`src/hw/lcuf_pkg.sv`:
```
// Purpose: Shared constants and types for the lane configuration update FSM.
// Assumes: One core clock at 20 MHz and a fixed count of lanes.
// Notes:   Timing figures are kept in their own units; the cycle counts are
//          derived from them and from the clock rate.
package lcuf_pkg;

	// Core clock rate in MHz and the number of lanes handled.
	localparam int CLK_MHZ     = 20;
	localparam int LANES       = 4;
	localparam int TIMER_WIDTH = 16;

	// Dwell times in ns; plain defaults, to be set by the integrator.
	localparam int HIBERNATE_DWELL_NS = 1000;
	localparam int ACTIVATE_DWELL_NS  = 1000;
	// Configuration update timeout in microseconds (2 ms).
	localparam int UPDATE_TIMEOUT_US  = 2000;

	// Least times round up to whole cycles, and never below one cycle.
	localparam int HIBERNATE_DWELL_RAW = (HIBERNATE_DWELL_NS * CLK_MHZ + 999) / 1000;
	localparam int ACTIVATE_DWELL_RAW  = (ACTIVATE_DWELL_NS * CLK_MHZ + 999) / 1000;
	localparam int HIBERNATE_DWELL_CYCLES =
		(HIBERNATE_DWELL_RAW < 1) ? 1 : HIBERNATE_DWELL_RAW;
	localparam int ACTIVATE_DWELL_CYCLES =
		(ACTIVATE_DWELL_RAW < 1) ? 1 : ACTIVATE_DWELL_RAW;
	// The timeout is exact in whole cycles at this rate.
	localparam int UPDATE_TIMEOUT_CYCLES = UPDATE_TIMEOUT_US * CLK_MHZ;

	// Reset values of the lane outputs and flags.
	localparam logic [LANES-1:0] LANES_ZERO = '0;

	// Top level states of the substate machine.
	typedef enum logic [2:0] {
		LCUF_DETECT,
		LCUF_UPDATE,
		LCUF_CONFIRM,
		LCUF_EXIT_BURST,
		LCUF_EXIT_HIBERNATE,
		LCUF_EXIT_RESET
	} lcuf_state_type;

	// Phases inside the configuration update state.
	typedef enum logic [1:0] {
		LCUF_PH_HIBERNATE,
		LCUF_PH_WAIT_NEGATIVE_DIFFERENTIAL_LINE_STATE,
		LCUF_PH_ACTIVATE
	} lcuf_phase_type;

	// Lane control outputs that travel together.
	typedef struct packed {
		logic [LANES-1:0] lane_stall;
		logic [LANES-1:0] send_electrical_idle_ordered_set;
		logic [LANES-1:0] end_burst;
		logic [LANES-1:0] hibernate_request;
	} lcuf_lane_ctrl_type;

	// Whole state of the module.
	typedef struct packed {
		lcuf_state_type     state;
		lcuf_phase_type     phase;
		logic [TIMER_WIDTH-1:0] timeout_count;
		logic [TIMER_WIDTH-1:0] dwell_count;
		logic [LANES-1:0]   electrical_idle_ordered_set_done;
		logic               recovery_origin_flag;
		logic               phy_reset;
		logic               go_confirm;
		logic               go_detect;
		lcuf_lane_ctrl_type lanes;
	} lcuf_regs_type;

endpackage

```
`src/hw/lcuf_lane_config_update_fsm.sv`:
```
// Purpose: Width reconfiguration substates of the link training machine:
//          configuration update and exit to detect.
// Assumes: All inputs but reset_in are synchronous to clk_in; the lane logic reports
//          bursts and sent idle ordered sets on its per-lane inputs.
// Notes:   Confirm wins over the timeout when both fall in one cycle.
//
// Summary of operation
// On update entry all lanes are hibernating.
// Update entry clears the recovery origin flag.
// Lanes go to stall after hibernate dwell.
// Confirm after activate dwell from all negative states.
// Otherwise leave for exit after 2 ms.
// Burst lanes send idle set, end burst; all configured lanes stall.
// Then all configured lanes start hibernate entry.
// Then reset every physical module of link.
// After the exit steps, go to detect.
// Timeout counter restarts on each update entry.
`timescale 1ns/10ps
module lcuf_lane_config_update_fsm #(
	parameter int TIMEOUT_CYCLES = lcuf_pkg::UPDATE_TIMEOUT_CYCLES
) (
	input  wire logic                        clk_in,
	input  wire logic                        reset_in,
	input  wire logic                        enter_update_in,
	input  wire logic                        recovery_set_in,
	input  wire logic [lcuf_pkg::LANES-1:0]  configured_lanes_in,
	input  wire logic [lcuf_pkg::LANES-1:0]  new_width_lanes_in,
	input  wire logic [lcuf_pkg::LANES-1:0]  rx_negative_differential_line_state_in,
	input  wire logic [lcuf_pkg::LANES-1:0]  tx_in_burst_in,
	input  wire logic [lcuf_pkg::LANES-1:0]  electrical_idle_ordered_set_sent_in,
	output lcuf_pkg::lcuf_lane_ctrl_type     lane_ctrl_out,
	output lcuf_pkg::lcuf_state_type         state_out,
	output logic                             recovery_origin_flag_out,
	output logic                             phy_reset_out,
	output logic                             go_confirm_out,
	output logic                             go_detect_out
);
	import lcuf_pkg::*;

	// The timeout and the dwell counters share one width. The default
	// timeout of 40000 cycles fits in sixteen bits with room to spare.
	// A faster core clock needs a wider timer, or the cut below would
	// silently shorten the timeout. Keep TIMEOUT_CYCLES above the sum
	// of both dwell counts. Otherwise a healthy remote port
	// can never reach confirm, and every update ends in exit.

	// Counts cut to the timer width once, so the compares stay clean.
	localparam logic [TIMER_WIDTH-1:0] TIMEOUT_LAST =
		TIMER_WIDTH'(TIMEOUT_CYCLES - 1);
	localparam logic [TIMER_WIDTH-1:0] HIBERNATE_LAST =
		TIMER_WIDTH'(HIBERNATE_DWELL_CYCLES - 1);
	localparam logic [TIMER_WIDTH-1:0] ACTIVATE_LAST =
		TIMER_WIDTH'(ACTIVATE_DWELL_CYCLES - 1);
	localparam logic [TIMER_WIDTH-1:0] TIMER_ZERO = '0;
	localparam logic [TIMER_WIDTH-1:0] TIMER_ONE  = TIMER_WIDTH'(1);

	lcuf_regs_type    regs;          // Registered state of the module.
	lcuf_regs_type    next_regs;     // Next value of the whole state.
	logic [LANES-1:0] electrical_idle_ordered_set_owed;     // Lanes that still owe an idle set.
	logic [LANES-1:0] electrical_idle_ordered_set_seen;     // Idle sets seen so far, this cycle too.
	logic             negative_differential_line_state_all;     // Every new width lane shows negative.

	// Per-lane bookkeeping for the idle ordered set step.
	for (genvar lane = 0; lane < LANES; lane++) begin : g_lane
		// A lane owes a set only if configured and bursting.
		assign electrical_idle_ordered_set_owed[lane] = configured_lanes_in[lane] &
			tx_in_burst_in[lane];
		// A sent set counts in the cycle it is reported.
		assign electrical_idle_ordered_set_seen[lane] = regs.electrical_idle_ordered_set_done[lane] | electrical_idle_ordered_set_sent_in[lane];
	end

	// Only lanes of the new width take part in the negative state check.
	assign negative_differential_line_state_all = ((rx_negative_differential_line_state_in & new_width_lanes_in) ==
		new_width_lanes_in);

	// The update state walks three phases: hibernate dwell, wait for
	// the negative line state on the new width, then activate dwell.
	// The exit path walks three states, the first until all owed sets are sent, so the order of
	// idle set, burst end, hibernate entry and local reset is fixed.
	// Hibernate entry is only requested here; its completion is not
	// awaited before the local reset, which the lane logic must allow.
	// A lane that loses the negative state during the activate dwell
	// is not noticed; the dwell runs from the first full detection.
	// Next state logic for the whole machine.
	always_comb begin
		next_regs = regs;
		// Pulses last a single cycle unless renewed below.
		next_regs.go_confirm = 1'b0;
		next_regs.go_detect  = 1'b0;
		next_regs.phy_reset  = 1'b0;
		next_regs.lanes.hibernate_request = LANES_ZERO;
		// An outside recovery event raises the flag, except in the cycle of update entry.
		if (recovery_set_in) begin
			next_regs.recovery_origin_flag = 1'b1;
		end
		case (regs.state)
			LCUF_DETECT, LCUF_CONFIRM: begin
				// Idle until the training logic enters the update state.
				if (enter_update_in) begin
					next_regs.state = LCUF_UPDATE;
					next_regs.phase = LCUF_PH_HIBERNATE;
					// Entry clears the flag, even over a same-cycle set.
					next_regs.recovery_origin_flag = 1'b0;
					// Each entry gets a whole timeout interval.
					next_regs.timeout_count = TIMER_ZERO;
					next_regs.dwell_count = TIMER_ZERO;
					// All lanes sit in deep hibernate on entry.
					next_regs.lanes.lane_stall = LANES_ZERO;
				end
			end
			LCUF_UPDATE: begin
				// The timeout runs from entry in every phase.
				next_regs.timeout_count = regs.timeout_count + TIMER_ONE;
				next_regs.dwell_count = regs.dwell_count + TIMER_ONE;
				case (regs.phase)
					LCUF_PH_HIBERNATE: begin
						// Configured lanes leave hibernate after the dwell.
						if (regs.dwell_count == HIBERNATE_LAST) begin
							next_regs.lanes.lane_stall =
								configured_lanes_in;
							next_regs.phase = LCUF_PH_WAIT_NEGATIVE_DIFFERENTIAL_LINE_STATE;
						end
					end
					LCUF_PH_WAIT_NEGATIVE_DIFFERENTIAL_LINE_STATE: begin
						// Activate dwell is measured from this detection.
						next_regs.dwell_count = TIMER_ZERO;
						if (negative_differential_line_state_all) begin
							next_regs.phase = LCUF_PH_ACTIVATE;
						end
					end
					LCUF_PH_ACTIVATE: begin
						// Stall long enough on every configured lane: confirm.
						if (regs.dwell_count == ACTIVATE_LAST) begin
							next_regs.state = LCUF_CONFIRM;
							next_regs.go_confirm = 1'b1;
						end
					end
					default: begin
						next_regs.phase = LCUF_PH_HIBERNATE;
					end
				endcase
				// Timeout only applies if confirm did not happen now.
				if (regs.timeout_count == TIMEOUT_LAST &&
					next_regs.state == LCUF_UPDATE) begin
					next_regs.state = LCUF_EXIT_BURST;
					next_regs.electrical_idle_ordered_set_done = LANES_ZERO;
					next_regs.lanes.send_electrical_idle_ordered_set = electrical_idle_ordered_set_owed;
				end
				// Counter is cleared on any exit from the state.
				if (next_regs.state != LCUF_UPDATE) begin
					next_regs.timeout_count = TIMER_ZERO;
					next_regs.dwell_count = TIMER_ZERO;
				end
			end
			LCUF_EXIT_BURST: begin
				// Collect sets; a lane stops requesting once it has sent.
				next_regs.electrical_idle_ordered_set_done = electrical_idle_ordered_set_seen;
				next_regs.lanes.send_electrical_idle_ordered_set = regs.lanes.send_electrical_idle_ordered_set &
					~electrical_idle_ordered_set_sent_in;
				if ((electrical_idle_ordered_set_seen & regs.lanes.send_electrical_idle_ordered_set) ==
					regs.lanes.send_electrical_idle_ordered_set) begin
					// End the bursts and park every configured lane in stall.
					next_regs.lanes.end_burst = regs.lanes.send_electrical_idle_ordered_set |
						regs.electrical_idle_ordered_set_done;
					next_regs.lanes.lane_stall = regs.lanes.lane_stall |
						configured_lanes_in;
					next_regs.lanes.send_electrical_idle_ordered_set = LANES_ZERO;
					next_regs.state = LCUF_EXIT_HIBERNATE;
				end
			end
			LCUF_EXIT_HIBERNATE: begin
				// Bursts are over; begin hibernate entry on every configured lane.
				next_regs.lanes.end_burst = LANES_ZERO;
				next_regs.lanes.hibernate_request =
					configured_lanes_in;
				next_regs.lanes.lane_stall = LANES_ZERO;
				next_regs.state = LCUF_EXIT_RESET;
			end
			LCUF_EXIT_RESET: begin
				// Local reset strictly after hibernate initiation.
				next_regs.phy_reset = 1'b1;
				next_regs.go_detect = 1'b1;
				next_regs.electrical_idle_ordered_set_done = LANES_ZERO;
				next_regs.state = LCUF_DETECT;
			end
			default: begin
				next_regs.state = LCUF_DETECT;
			end
		endcase
	end

	// The reset is asynchronous so that the lanes leave any burst or
	// stall request at once, even without a running core clock.
	// Every field is listed, rather than loading a whole struct, so a
	// new field left out of reset is easy to spot. Release must still
	// be synchronous to the clock outside this block.
	// State register; reset loads constants only.
	always_ff @(posedge clk_in or posedge reset_in) begin
		if (reset_in) begin
			regs.state <= LCUF_DETECT;
			regs.phase <= LCUF_PH_HIBERNATE;
			regs.timeout_count <= TIMER_ZERO;
			regs.dwell_count <= TIMER_ZERO;
			regs.electrical_idle_ordered_set_done <= LANES_ZERO;
			regs.recovery_origin_flag <= 1'b0;
			regs.phy_reset <= 1'b0;
			regs.go_confirm <= 1'b0;
			regs.go_detect <= 1'b0;
			regs.lanes <= '0;
		end else begin
			regs <= next_regs;
		end
	end

	// Pulses on these outputs last exactly one cycle. A consumer that
	// runs on a slower enable must stretch them itself, since nothing
	// here holds them until seen. Levels stay until the state moves.
	// All outputs come straight from flip-flops.
	assign lane_ctrl_out            = regs.lanes;
	assign state_out                = regs.state;
	assign recovery_origin_flag_out = regs.recovery_origin_flag;
	assign phy_reset_out            = regs.phy_reset;
	assign go_confirm_out           = regs.go_confirm;
	assign go_detect_out            = regs.go_detect;

endmodule

```
`config.mk`:
```
export PLATFORM = sky130hd
export DESIGN_NAME = lcuf_lane_config_update_fsm
export DESIGN_NICKNAME = d
export VERILOG_FILES = /design/src/hw/lcuf_pkg.sv /design/src/hw/lcuf_lane_config_update_fsm.sv
export SDC_FILE = /design/constraint.sdc
export NUM_CORES = 1
export LEC_CHECK = 0
export ABC_AREA = 1
export BUFFER_PORTS_ARGS = -buffer_cell sky130_fd_sc_hd__buf_2
export CAP_MARGIN = 20
export CORE_MARGIN = 2
export CORE_UTILIZATION = 60
export DETAILED_ROUTE_END_ITERATION = 6
export HOLD_SLACK_MARGIN = 0.15
export PLACE_DENSITY = 0.82
export SYNTH_ARGS = -nofsm -noshare
export SYNTH_HDL_FRONTEND = slang
export SYNTH_SLANG_ARGS = --single-unit
```
`constraint.sdc`:
```
create_clock -name clk_in -period 3.15 [get_ports clk_in]
set_clock_uncertainty 0.1 [all_clocks]
set_input_delay 0.4725 -clock clk_in [delete_from_list [all_inputs] [get_ports clk_in]]
set_output_delay 0.4725 -clock clk_in [all_outputs]
set_load 0.005 [all_outputs]
```
Yosys cells after proc, flatten, opt, wreduce, memory -nomap -nowiden
Index checks and enable logic that the tools add are counted.
{"block": "classes", "n_eq_ne": 21, "muxes": 32, "n_reduce_logical": 16, "n_bitwise": 14, "n_addsub": 2}
{"operator": "$pmux 34 s2", "n": 1}
{"operator": "$mux 37", "n": 1}
{"operator": "$add 16x1->16 const B", "n": 2}
{"operator": "$mux 32", "n": 1}
{"operator": "$mux 4", "n": 6}
{"operator": "$mux 3", "n": 6}
{"operator": "$eq 16x16->1 const B", "n": 1}
{"operator": "$eq 16x5->1 const B", "n": 1}
{"operator": "$mux 16", "n": 1}
{"operator": "$pmux 4 s2", "n": 2}
{"operator": "$pmux 4 s4", "n": 1}
{"operator": "$and 4x4->4", "n": 3}
{"operator": "$mux 12", "n": 1}
{"operator": "$pmux 3 s4", "n": 1}
{"operator": "$pmux 4 s3", "n": 1}
{"operator": "$ne 2x2->1 const B", "n": 5}
{"operator": "$reduce_and 2->1", "n": 5}
{"operator": "$reduce_and 5->1", "n": 2}
{"operator": "$eq 4x4->1", "n": 2}
{"operator": "$or 4x4->4", "n": 2}
{"operator": "$mux 1", "n": 7}
{"operator": "$eq 3x1->1 const B", "n": 2}
{"operator": "$eq 3x2->1 const B", "n": 2}
{"operator": "$eq 3x3->1 const B", "n": 2}
{"operator": "17 further kinds", "n": 27}
{"block": "word_totals", "output_inout_bits": 23, "input_bits": 24, "wordCells": 97, "ff_bits": 60}

Longest topological paths before layout
Gate-level depths: netlist (run 1).
{"block": "depth", "ltp_word": 11, "mapped_depth": 11, "mapped_depth_nobuf": 11}

Worst setup path before layout (run 1)
OpenSTA, ideal clock, no wires.
{"block": "synth_path", "path_type": "register -> register", "startpoint": "reg regs[40] (netlist name)", "endpoint": "reg regs[42] (netlist name)", "arrival_time_ns": 1.363, "synth_period_minus_slack_ns": 1.596, "path_stages_with_launch": 10, "setup_ns": 0.133, "required_time_ns": 2.917, "path_buffers": 1, "slack_ns": 1.554, "cell_sequence": "dfrtp_1 -> ha_1 -> nand2_1 -> nor2_2 -> nand2_2 -> nor2_4 -> nand2_2 -> nand3_4 -> buf_6 -> o22ai_1"}
{"block": "synth_via", "elab_chain_len": 7, "elab_cells_between_ends": 8, "classes_between": "1 x add/sub; 2 x eq/ne; 4 x mux; 1 x reduce/logical"}
{"element": "start, declared", "line_no": "lcuf_lane_config_update_fsm.sv:57", "rtl": "lcuf_regs_type regs;"}
{"element": "start signal, assigned", "line_no": "lcuf_lane_config_update_fsm.sv:211", "rtl": "regs <= next_regs;"}
{"element": "$eq 16x16->1", "line_no": "lcuf_lane_config_update_fsm.sv:143", "rtl": "if (regs.timeout_count == TIMEOUT_LAST &&"}
{"element": "$logic_and 1x1->1", "line_no": "lcuf_lane_config_update_fsm.sv:143"}
{"element": "$mux 3", "line_no": "lcuf_lane_config_update_fsm.sv:143"}
{"element": "$mux 3", "line_no": "lcuf_lane_config_update_fsm.sv:96", "rtl": "case (regs.state)"}
{"element": "$ne 3x1->1", "line_no": "lcuf_lane_config_update_fsm.sv:150", "rtl": "if (next_regs.state != LCUF_UPDATE) begin"}
{"element": "$mux 32 (*)", "line_no": "lcuf_lane_config_update_fsm.sv:150"}
{"element": "$pmux 34 s2 (*)", "line_no": "lcuf_lane_config_update_fsm.sv:96"}
Every way passes the cells marked *; elsewhere a longest branch is shown, timed or not. The select of a mux whose other input is x is not followed.
A chain may end at the register's enable or synchronous reset.

Worst setup path in the final report (run 1)
{"block": "layout_path", "startpoint": "reg regs, in the netlist state_out[2]", "endpoint": "reg regs, in the netlist lane_ctrl_out[10]"}
{"block": "layout_via", "elab_chain_len": 7, "elab_cells_between_ends": 11, "classes_between": "4 x eq/ne; 4 x mux; 3 x reduce/logical"}
{"element": "$mux 3", "line_no": "lcuf_lane_config_update_fsm.sv:133", "rtl": "if (regs.dwell_count == ACTIVATE_LAST) begin"}
{"element": "$mux 3", "line_no": "lcuf_lane_config_update_fsm.sv:115", "rtl": "case (regs.phase)"}
{"element": "$mux 3", "line_no": "lcuf_lane_config_update_fsm.sv:96"}
{"element": "$eq 3x1->1", "line_no": "lcuf_lane_config_update_fsm.sv:144", "rtl": "next_regs.state == LCUF_UPDATE) begin"}
{"element": "$logic_and 1x1->1", "line_no": "lcuf_lane_config_update_fsm.sv:143"}
{"element": "$ne 2x2->1 (no line)"}
{"element": "$reduce_and 2->1 (no line)"}
Several ways; a longest one is shown, not always the timed one. The select of a mux whose other input is x is not followed.

==> results of run 1 <==
-- per-stage QoR --
| step | area (um^2) | setup slack, ps | hold slack, ps | util | power, mW |
|---|---|---|---|---|---|
| after global placement | 3810 | 1250 | 376 | 0.643 | 1.90 |
| final | 4030 | 1220 | 274 | 0.681 | 2.70 |
| after floorplan | 3690 | 1090 | 364 | - | 1.78 |
| after global routing | 4030 | 1030 | 262 | 0.681 | 2.87 |
| after CTS | 4030 | 1240 | 261 | 0.681 | 2.70 |
| after detailed placement | 3810 | 1230 | 384 | 0.643 | 1.93 |
-- critical path, cell delays in order, from the launching register on --
cell and delay (ps):
dfrtp_1 430, inv_2 120, nand2_1 70, nor2_2 480, inv_1 290, nand3_1 170, nand2_1 60, nand2_1 50
nand2_1 50
-- state kept, by name (all words and copies together) (netlist names) --
register	flops
go_detect_out	1
go_confirm_out	1
state_out	3
regs	38
lane_ctrl_out	16
recovery_origin_flag_out	1
-- cell usage after synthesis --
cell type	count	share of area
inv_2	4	0.0041
dfrtp_1	60	0.41
xor2_1	9	0.021
xnor2_1	1	0.0024
o21ai_1	13	0.018
o22ai_1	17	0.029
buf_8	1	0.0041
nor3_1	7	0.0095
a21o_1	1	0.0020
nand2_1	135	0.14
nand3_4	2	0.0095
inv_1	60	0.061
nor2_4	1	0.0031
nor3_2	3	0.0081
nand3_2	1	0.0027
o211ai_1	5	0.010
o21a_1	1	0.0020
buf_4	21	0.043
ha_1	2	0.0068
nand3b_1	2	0.0041
buf_2	1	0.0014
nand4_1	15	0.025
nand3_1	44	0.060
nor2_1	57	0.058
nor2_2	6	0.010
clkbuf_1	2	0.0020
a31o_2	1	0.0024
buf_6	3	0.0092
a21oi_1	4	0.0054
nand2_2	6	0.010
o21ai_0	23	0.031
-- final cells by class --
type,count,share of cell area
clock buffer,9,0.0307
sequential,60,0.372
timing repair buffer,49,0.0633
inverter,64,0.0596
tap,75,0.0233
clock inverter,7,0.0226
multi-input combinational,356,0.428
-- path summary, 6_finish.rpt --
check                           cells after the start  slack (ps)            start                        to
worst max-delay path                                8        1220     state_out[2]         lane_ctrl_out[10]
worst min-delay path                                2         270  recovery_set_in  recovery_origin_flag_out
worst max register to register                      8        1220     state_out[2]         lane_ctrl_out[10]
worst min register to register                      1         410         regs[40]                  regs[40]
max in group asynchronous                           4        1720         reset_in          lane_ctrl_out[1]
min in group asynchronous                           3         560         reset_in                  regs[53]
-- power breakdown --
part	switching (mW)	internal (mW)
registers	0.158	0.918
logic	0.570	0.286
clock network	0.331	0.442
-- logic make-up after synthesis --
group           Yosys count  share of synthesized area
xor+xnor                 10                     0.0238
fa+ha+maj                 2                    0.00679
buf+inv                  92                      0.125
simple gates            279                      0.338
compound gates           65                     0.0998
flops                    60                      0.407
-- routing by layer --
layer / global-route usage / up-vias / part of all wire
met4: 0.0933 / 0 / 0.0091
li1: - / 1694 / -
met3: 0.0652 / 10 / 0.061
met5: 0 / - / 0
met2: 0.405 / 117 / 0.47
met1: 0.363 / 1601 / 0.46
==> results.cfg, run 1 <==
[die]
dieArea_um2 = 6790
initial_core_util = 0.623
chipWidth_um = 82.4
die_h_um = 82.4
io_pins = 47
rows = 28
coreArea_um2 = 5920

[sta]
fin_crit_sh = 0.613
post-route-min-period_ps = 1930
finalSetupViolations = 0
fin_setup_tns_ps = 0
clock.fmax_mhz = 517
slew_viol_final = 0
hold_viol = 0
rsz0062_at_grt = no
worst_pin_slew_ps = 615
relSlewSlack = 0.589

[layout]
multi_input_area_um2 = 1730
nets = 566
final_cells = 620
area_growth_pct = 9.37
drive_gt1_frac = 0.163
layout_commonest_cell = nand2_1
regArea_um2 = 1500
layout_common_cells = 135 x nand2_1, 60 x dfrtp_1, 59 x inv_1
n_fill_cell = 477
n_antenna_cell = 0

[placed_design]
dp_cells = 603
dp_hpwl_mm = 6.02
place_congestion = 0.896
port_buffers = 46

[clocking]
numCtsBuffers = 9
cts.path.max_buffers = 2
cts_tree = yes
post_cts_buffers = 0
cts_repair_resize_count = 0
path_clk_slew_ps = 70
root_buffer = clkbuf_8
holdBufCountCts = 1
clk_latency_ps = 350
htree_levels = 3
cts_sinks = 60

[global_route]
grt-ovfl-total = 0
grt_max_degree = 33
antenna_found_initial = 0
grt_pass1_vias = 3069
grt_pass1_wl_mm = 13.6
grt_use_total = 0.264

[drt]
via_per_inst = 5.52
drcViolationCount = 0
ant_nets = 0
first_pass_iters = 5
avgRoutedWirePerCell_um = 13.4
drt_iter0_markers = 286
num_vias = 3422
wl_mm = 8.34

[logic_synthesis]
syn_area_per_cell_um2 = 7.26
ys_ff_latch = 60
synthCells = 508
synth_cell_type_count = 31
syn-cell-area_um2 = 3690
syn-num-nets = 534
synth.yosys.seq_area_share = 0.407
ys_warn_count = 0

[pwr]
p_leak_nw = 2.02
ir_drop_mv = 0.458
p_per_area_nw_per_um2 = 671

[worst_setup_path]
cp-end-kind = register
cp_max_fo = 16
critPathLaunchType = register
arrival_ps = 2060
crit_required_ps = 3280
path_class = reg2reg

[worst_hold_path]
hold_class = in2reg

[status]
status = finished, final reports clean

[flow_run]
max-cap-violations = 0
Power figures use the tool's default switching activity.
==> run 2: changes to the inputs <==
--- a/config.mk
+++ b/config.mk
@@ -9,10 +9,10 @@
 export BUFFER_PORTS_ARGS = -buffer_cell sky130_fd_sc_hd__buf_2
 export CAP_MARGIN = 20
 export CORE_MARGIN = 2
-export CORE_UTILIZATION = 60
+export CORE_UTILIZATION = 53
 export DETAILED_ROUTE_END_ITERATION = 6
 export HOLD_SLACK_MARGIN = 0.15
-export PLACE_DENSITY = 0.82
+export PLACE_DENSITY = 0.77
 export SYNTH_ARGS = -nofsm -noshare
 export SYNTH_HDL_FRONTEND = slang
 export SYNTH_SLANG_ARGS = --single-unit
==> constraint.sdc (replaced) <==
create_clock -name clk_in -period 1.65 [get_ports clk_in]
set_clock_uncertainty 0.1 [all_clocks]
set_input_delay 0.2475 -clock clk_in [delete_from_list [all_inputs] [get_ports clk_in]]
set_output_delay 0.2475 -clock clk_in [all_outputs]
set_load 0.005 [all_outputs]
==> run 2 against run 1 <==
The flow now finishes with violations (setup timing). Sequential share of layout area down 5.4 points. Final cell count up 9.4%. Maximum frequency up 13%. Setup slack worse by 1300 ps. Via count up 8.6%. Register-to-register slack worse by 1300 ps. Combinational power rose to 2.9 times the previous value. Critical path type unchanged. Critical endpoint is now regs[42]. Largest cell class unchanged.
==> results.cfg, run 2 (synthesis results as in run 1) <==
[die]
chipWidth_um = 87.4
coreArea_um2 = 6760
initial_core_util = 0.546
rows = 30
dieArea_um2 = 7640
io_pins = 47
die_h_um = 87.4

[pwr]
p_per_area_nw_per_um2 = 1260
p_leak_nw = 2.35
ir_drop_mv = 0.696

[clocking]
numCtsBuffers = 9
cts_tree = yes
cts_sinks = 60
cts.path.max_buffers = 2
htree_levels = 3
root_buffer = clkbuf_8
clk_latency_ps = 350
path_clk_slew_ps = 70

[worst_setup_path]
rr_startpoint = regs[41]
cp_max_fo = 8
path_class = reg2reg
critPathMaxStageDelay_ps = 350
cp-end-kind = register
critPathLaunch = regs[41]
crit_chain = ha_2 -> nand2_2 -> nor2_4 -> nand2_2 -> nor2_4 -> nand2_2 -> nand3_4 -> clkbuf_16 -> o22ai_2
arrival_ps = 1830
cp_slowest_cell = dfrtp_1
cp_top_family = simple AND/OR/NAND/NOR gates
path_buf_inv = 1
crit_required_ps = 1770
cp_common_cell = nand2_2
critPathLaunchType = register

[sta]
finalSetupViolations = 30
fin_ws_ps = -61.0
clock.fmax_mhz = 584
worst_pin_slew_ps = 535
slew_viol_final = 0
fin_crit_sh = 1.04
hold_viol = 0
rsz0062_at_grt = yes
post-route-min-period_ps = 1710
relSlewSlack = 0.643
fin_setup_tns_ps = -724

[drt]
first_pass_iters = 5
via_per_inst = 5.48
wl_mm = 9.86
ant_nets = 0
drcViolationCount = 0
drt_iter0_markers = 259
avgRoutedWirePerCell_um = 14.5
num_vias = 3716

[global_route]
grt_pass1_wl_mm = 14.8
grt-ovfl-total = 0
antenna_found_initial = 0
grt_max_degree = 61
grt_use_total = 0.247
grt_pass1_vias = 3312

[placed_design]
place_congestion = 0.863
dp_hpwl_mm = 6.12
port_buffers = 46
dpl_cell_area_um2 = 4070

[layout]
layout_commonest_cell = nand2_1
area_growth_pct = 28.2
nets = 619
drive_gt1_frac = 0.291
largest_reg_flops = 38
stdcell_area_um2 = 4730
layout_common_cells = 128 x nand2_1, 58 x dfrtp_1, 55 x inv_1
regMostFlops = regs
n_fill_cell = 523
n_antenna_cell = 0

[worst_hold_path]
hold_class = in2reg
worstHoldStart = tx_in_burst_in[3]

[status]
status = finished with violations
violations = setup timing

[flow_run]
max-cap-violations = 0
-- run 2: cell types whose count changed in the layout (fill, tap and decap cells not counted), moves of 4 or more --
cell,previous run,this run
nor2_2,6,13
dlygate4sd3_1,1,11
o21ai_2,0,6
inv_1,59,55
nand2_1,135,128
o22ai_1,17,6
nor2_1,57,48
o22ai_2,0,10
clkbuf_8,9,13
nand2_2,6,12
buf_4,2,42
-- run 2: repair_timing --
item	in CTS	in global routing
pin swaps	0	14
cloned	0	1
endpoints found under the setup margin	2	52
endpoints found under the hold margin	69	0
buffers inserted	0	14
resized for setup	2	51
hold buffers	11	0
-- run 2: metrics by stage --
step / cells / utilization / power (mW) / setup slack (ps) / hold WS, ps
global route: 678 / 0.700 / 6.31 / -146 / 173
detailed placement: 637 / 0.603 / 3.94 / 2.36 / 257
finish: 678 / 0.700 / 5.98 / -61.0 / 161
floorplan: 508 / - / 3.40 / 54.3 / 253
global placement: 637 / 0.603 / 3.87 / 88.5 / 252
CTS: 664 / 0.653 / 5.45 / 2.78 / 151
-- run 2: worst paths after layout --
path / cells past startpoint / endpoint / slack, ps
min: 5 / lane_ctrl_out[11] / 160
min in group asynchronous: 4 / regs[37] / 430
min reg2reg: 2 / regs[57] / 420
max in group asynchronous: 4 / state_out[0] / 740
max reg2reg: 9 / regs[42] / -60
max: 9 / regs[42] / -60
-- run 2: layout make-up --
type	instances	area, um^2	area share
inverters	64	244	0.0516
clock buffers	13	179	0.0378
repair buffers	102	736	0.156
flip-flops and latches	60	1500	0.318
well taps	80	100	0.0212
multi-input cells	356	1920	0.407
clock inverters	3	42.5	0.00900
-- run 2: worst register-to-register path: stages (launching register included) --
cell and delay, ps:
dfrtp_1 350, ha_2 190, nand2_2 80, nor2_4 130, nand2_2 90, nor2_4 170
nand2_2 100, nand3_4 120, clkbuf_16 180, o22ai_2 70
-- run 2: power breakdown --
group	internal, mW	total [mW]	switching, mW	leakage, nW
logic	1.01	2.46	1.45	1.44
clock network	0.860	1.48	0.618	0.112
registers	1.76	2.04	0.285	0.792
total	3.62	5.98	2.35	2.35
-- run 2: routing by layer --
layer / wire (um) / share of wire / GRT usage
met1: 4130 / 0.42 / 0.331
met2: 4880 / 0.49 / 0.405
met3: 623 / 0.063 / 0.0493
met4: 232 / 0.024 / 0.0699
met5: 0 / 0 / 0
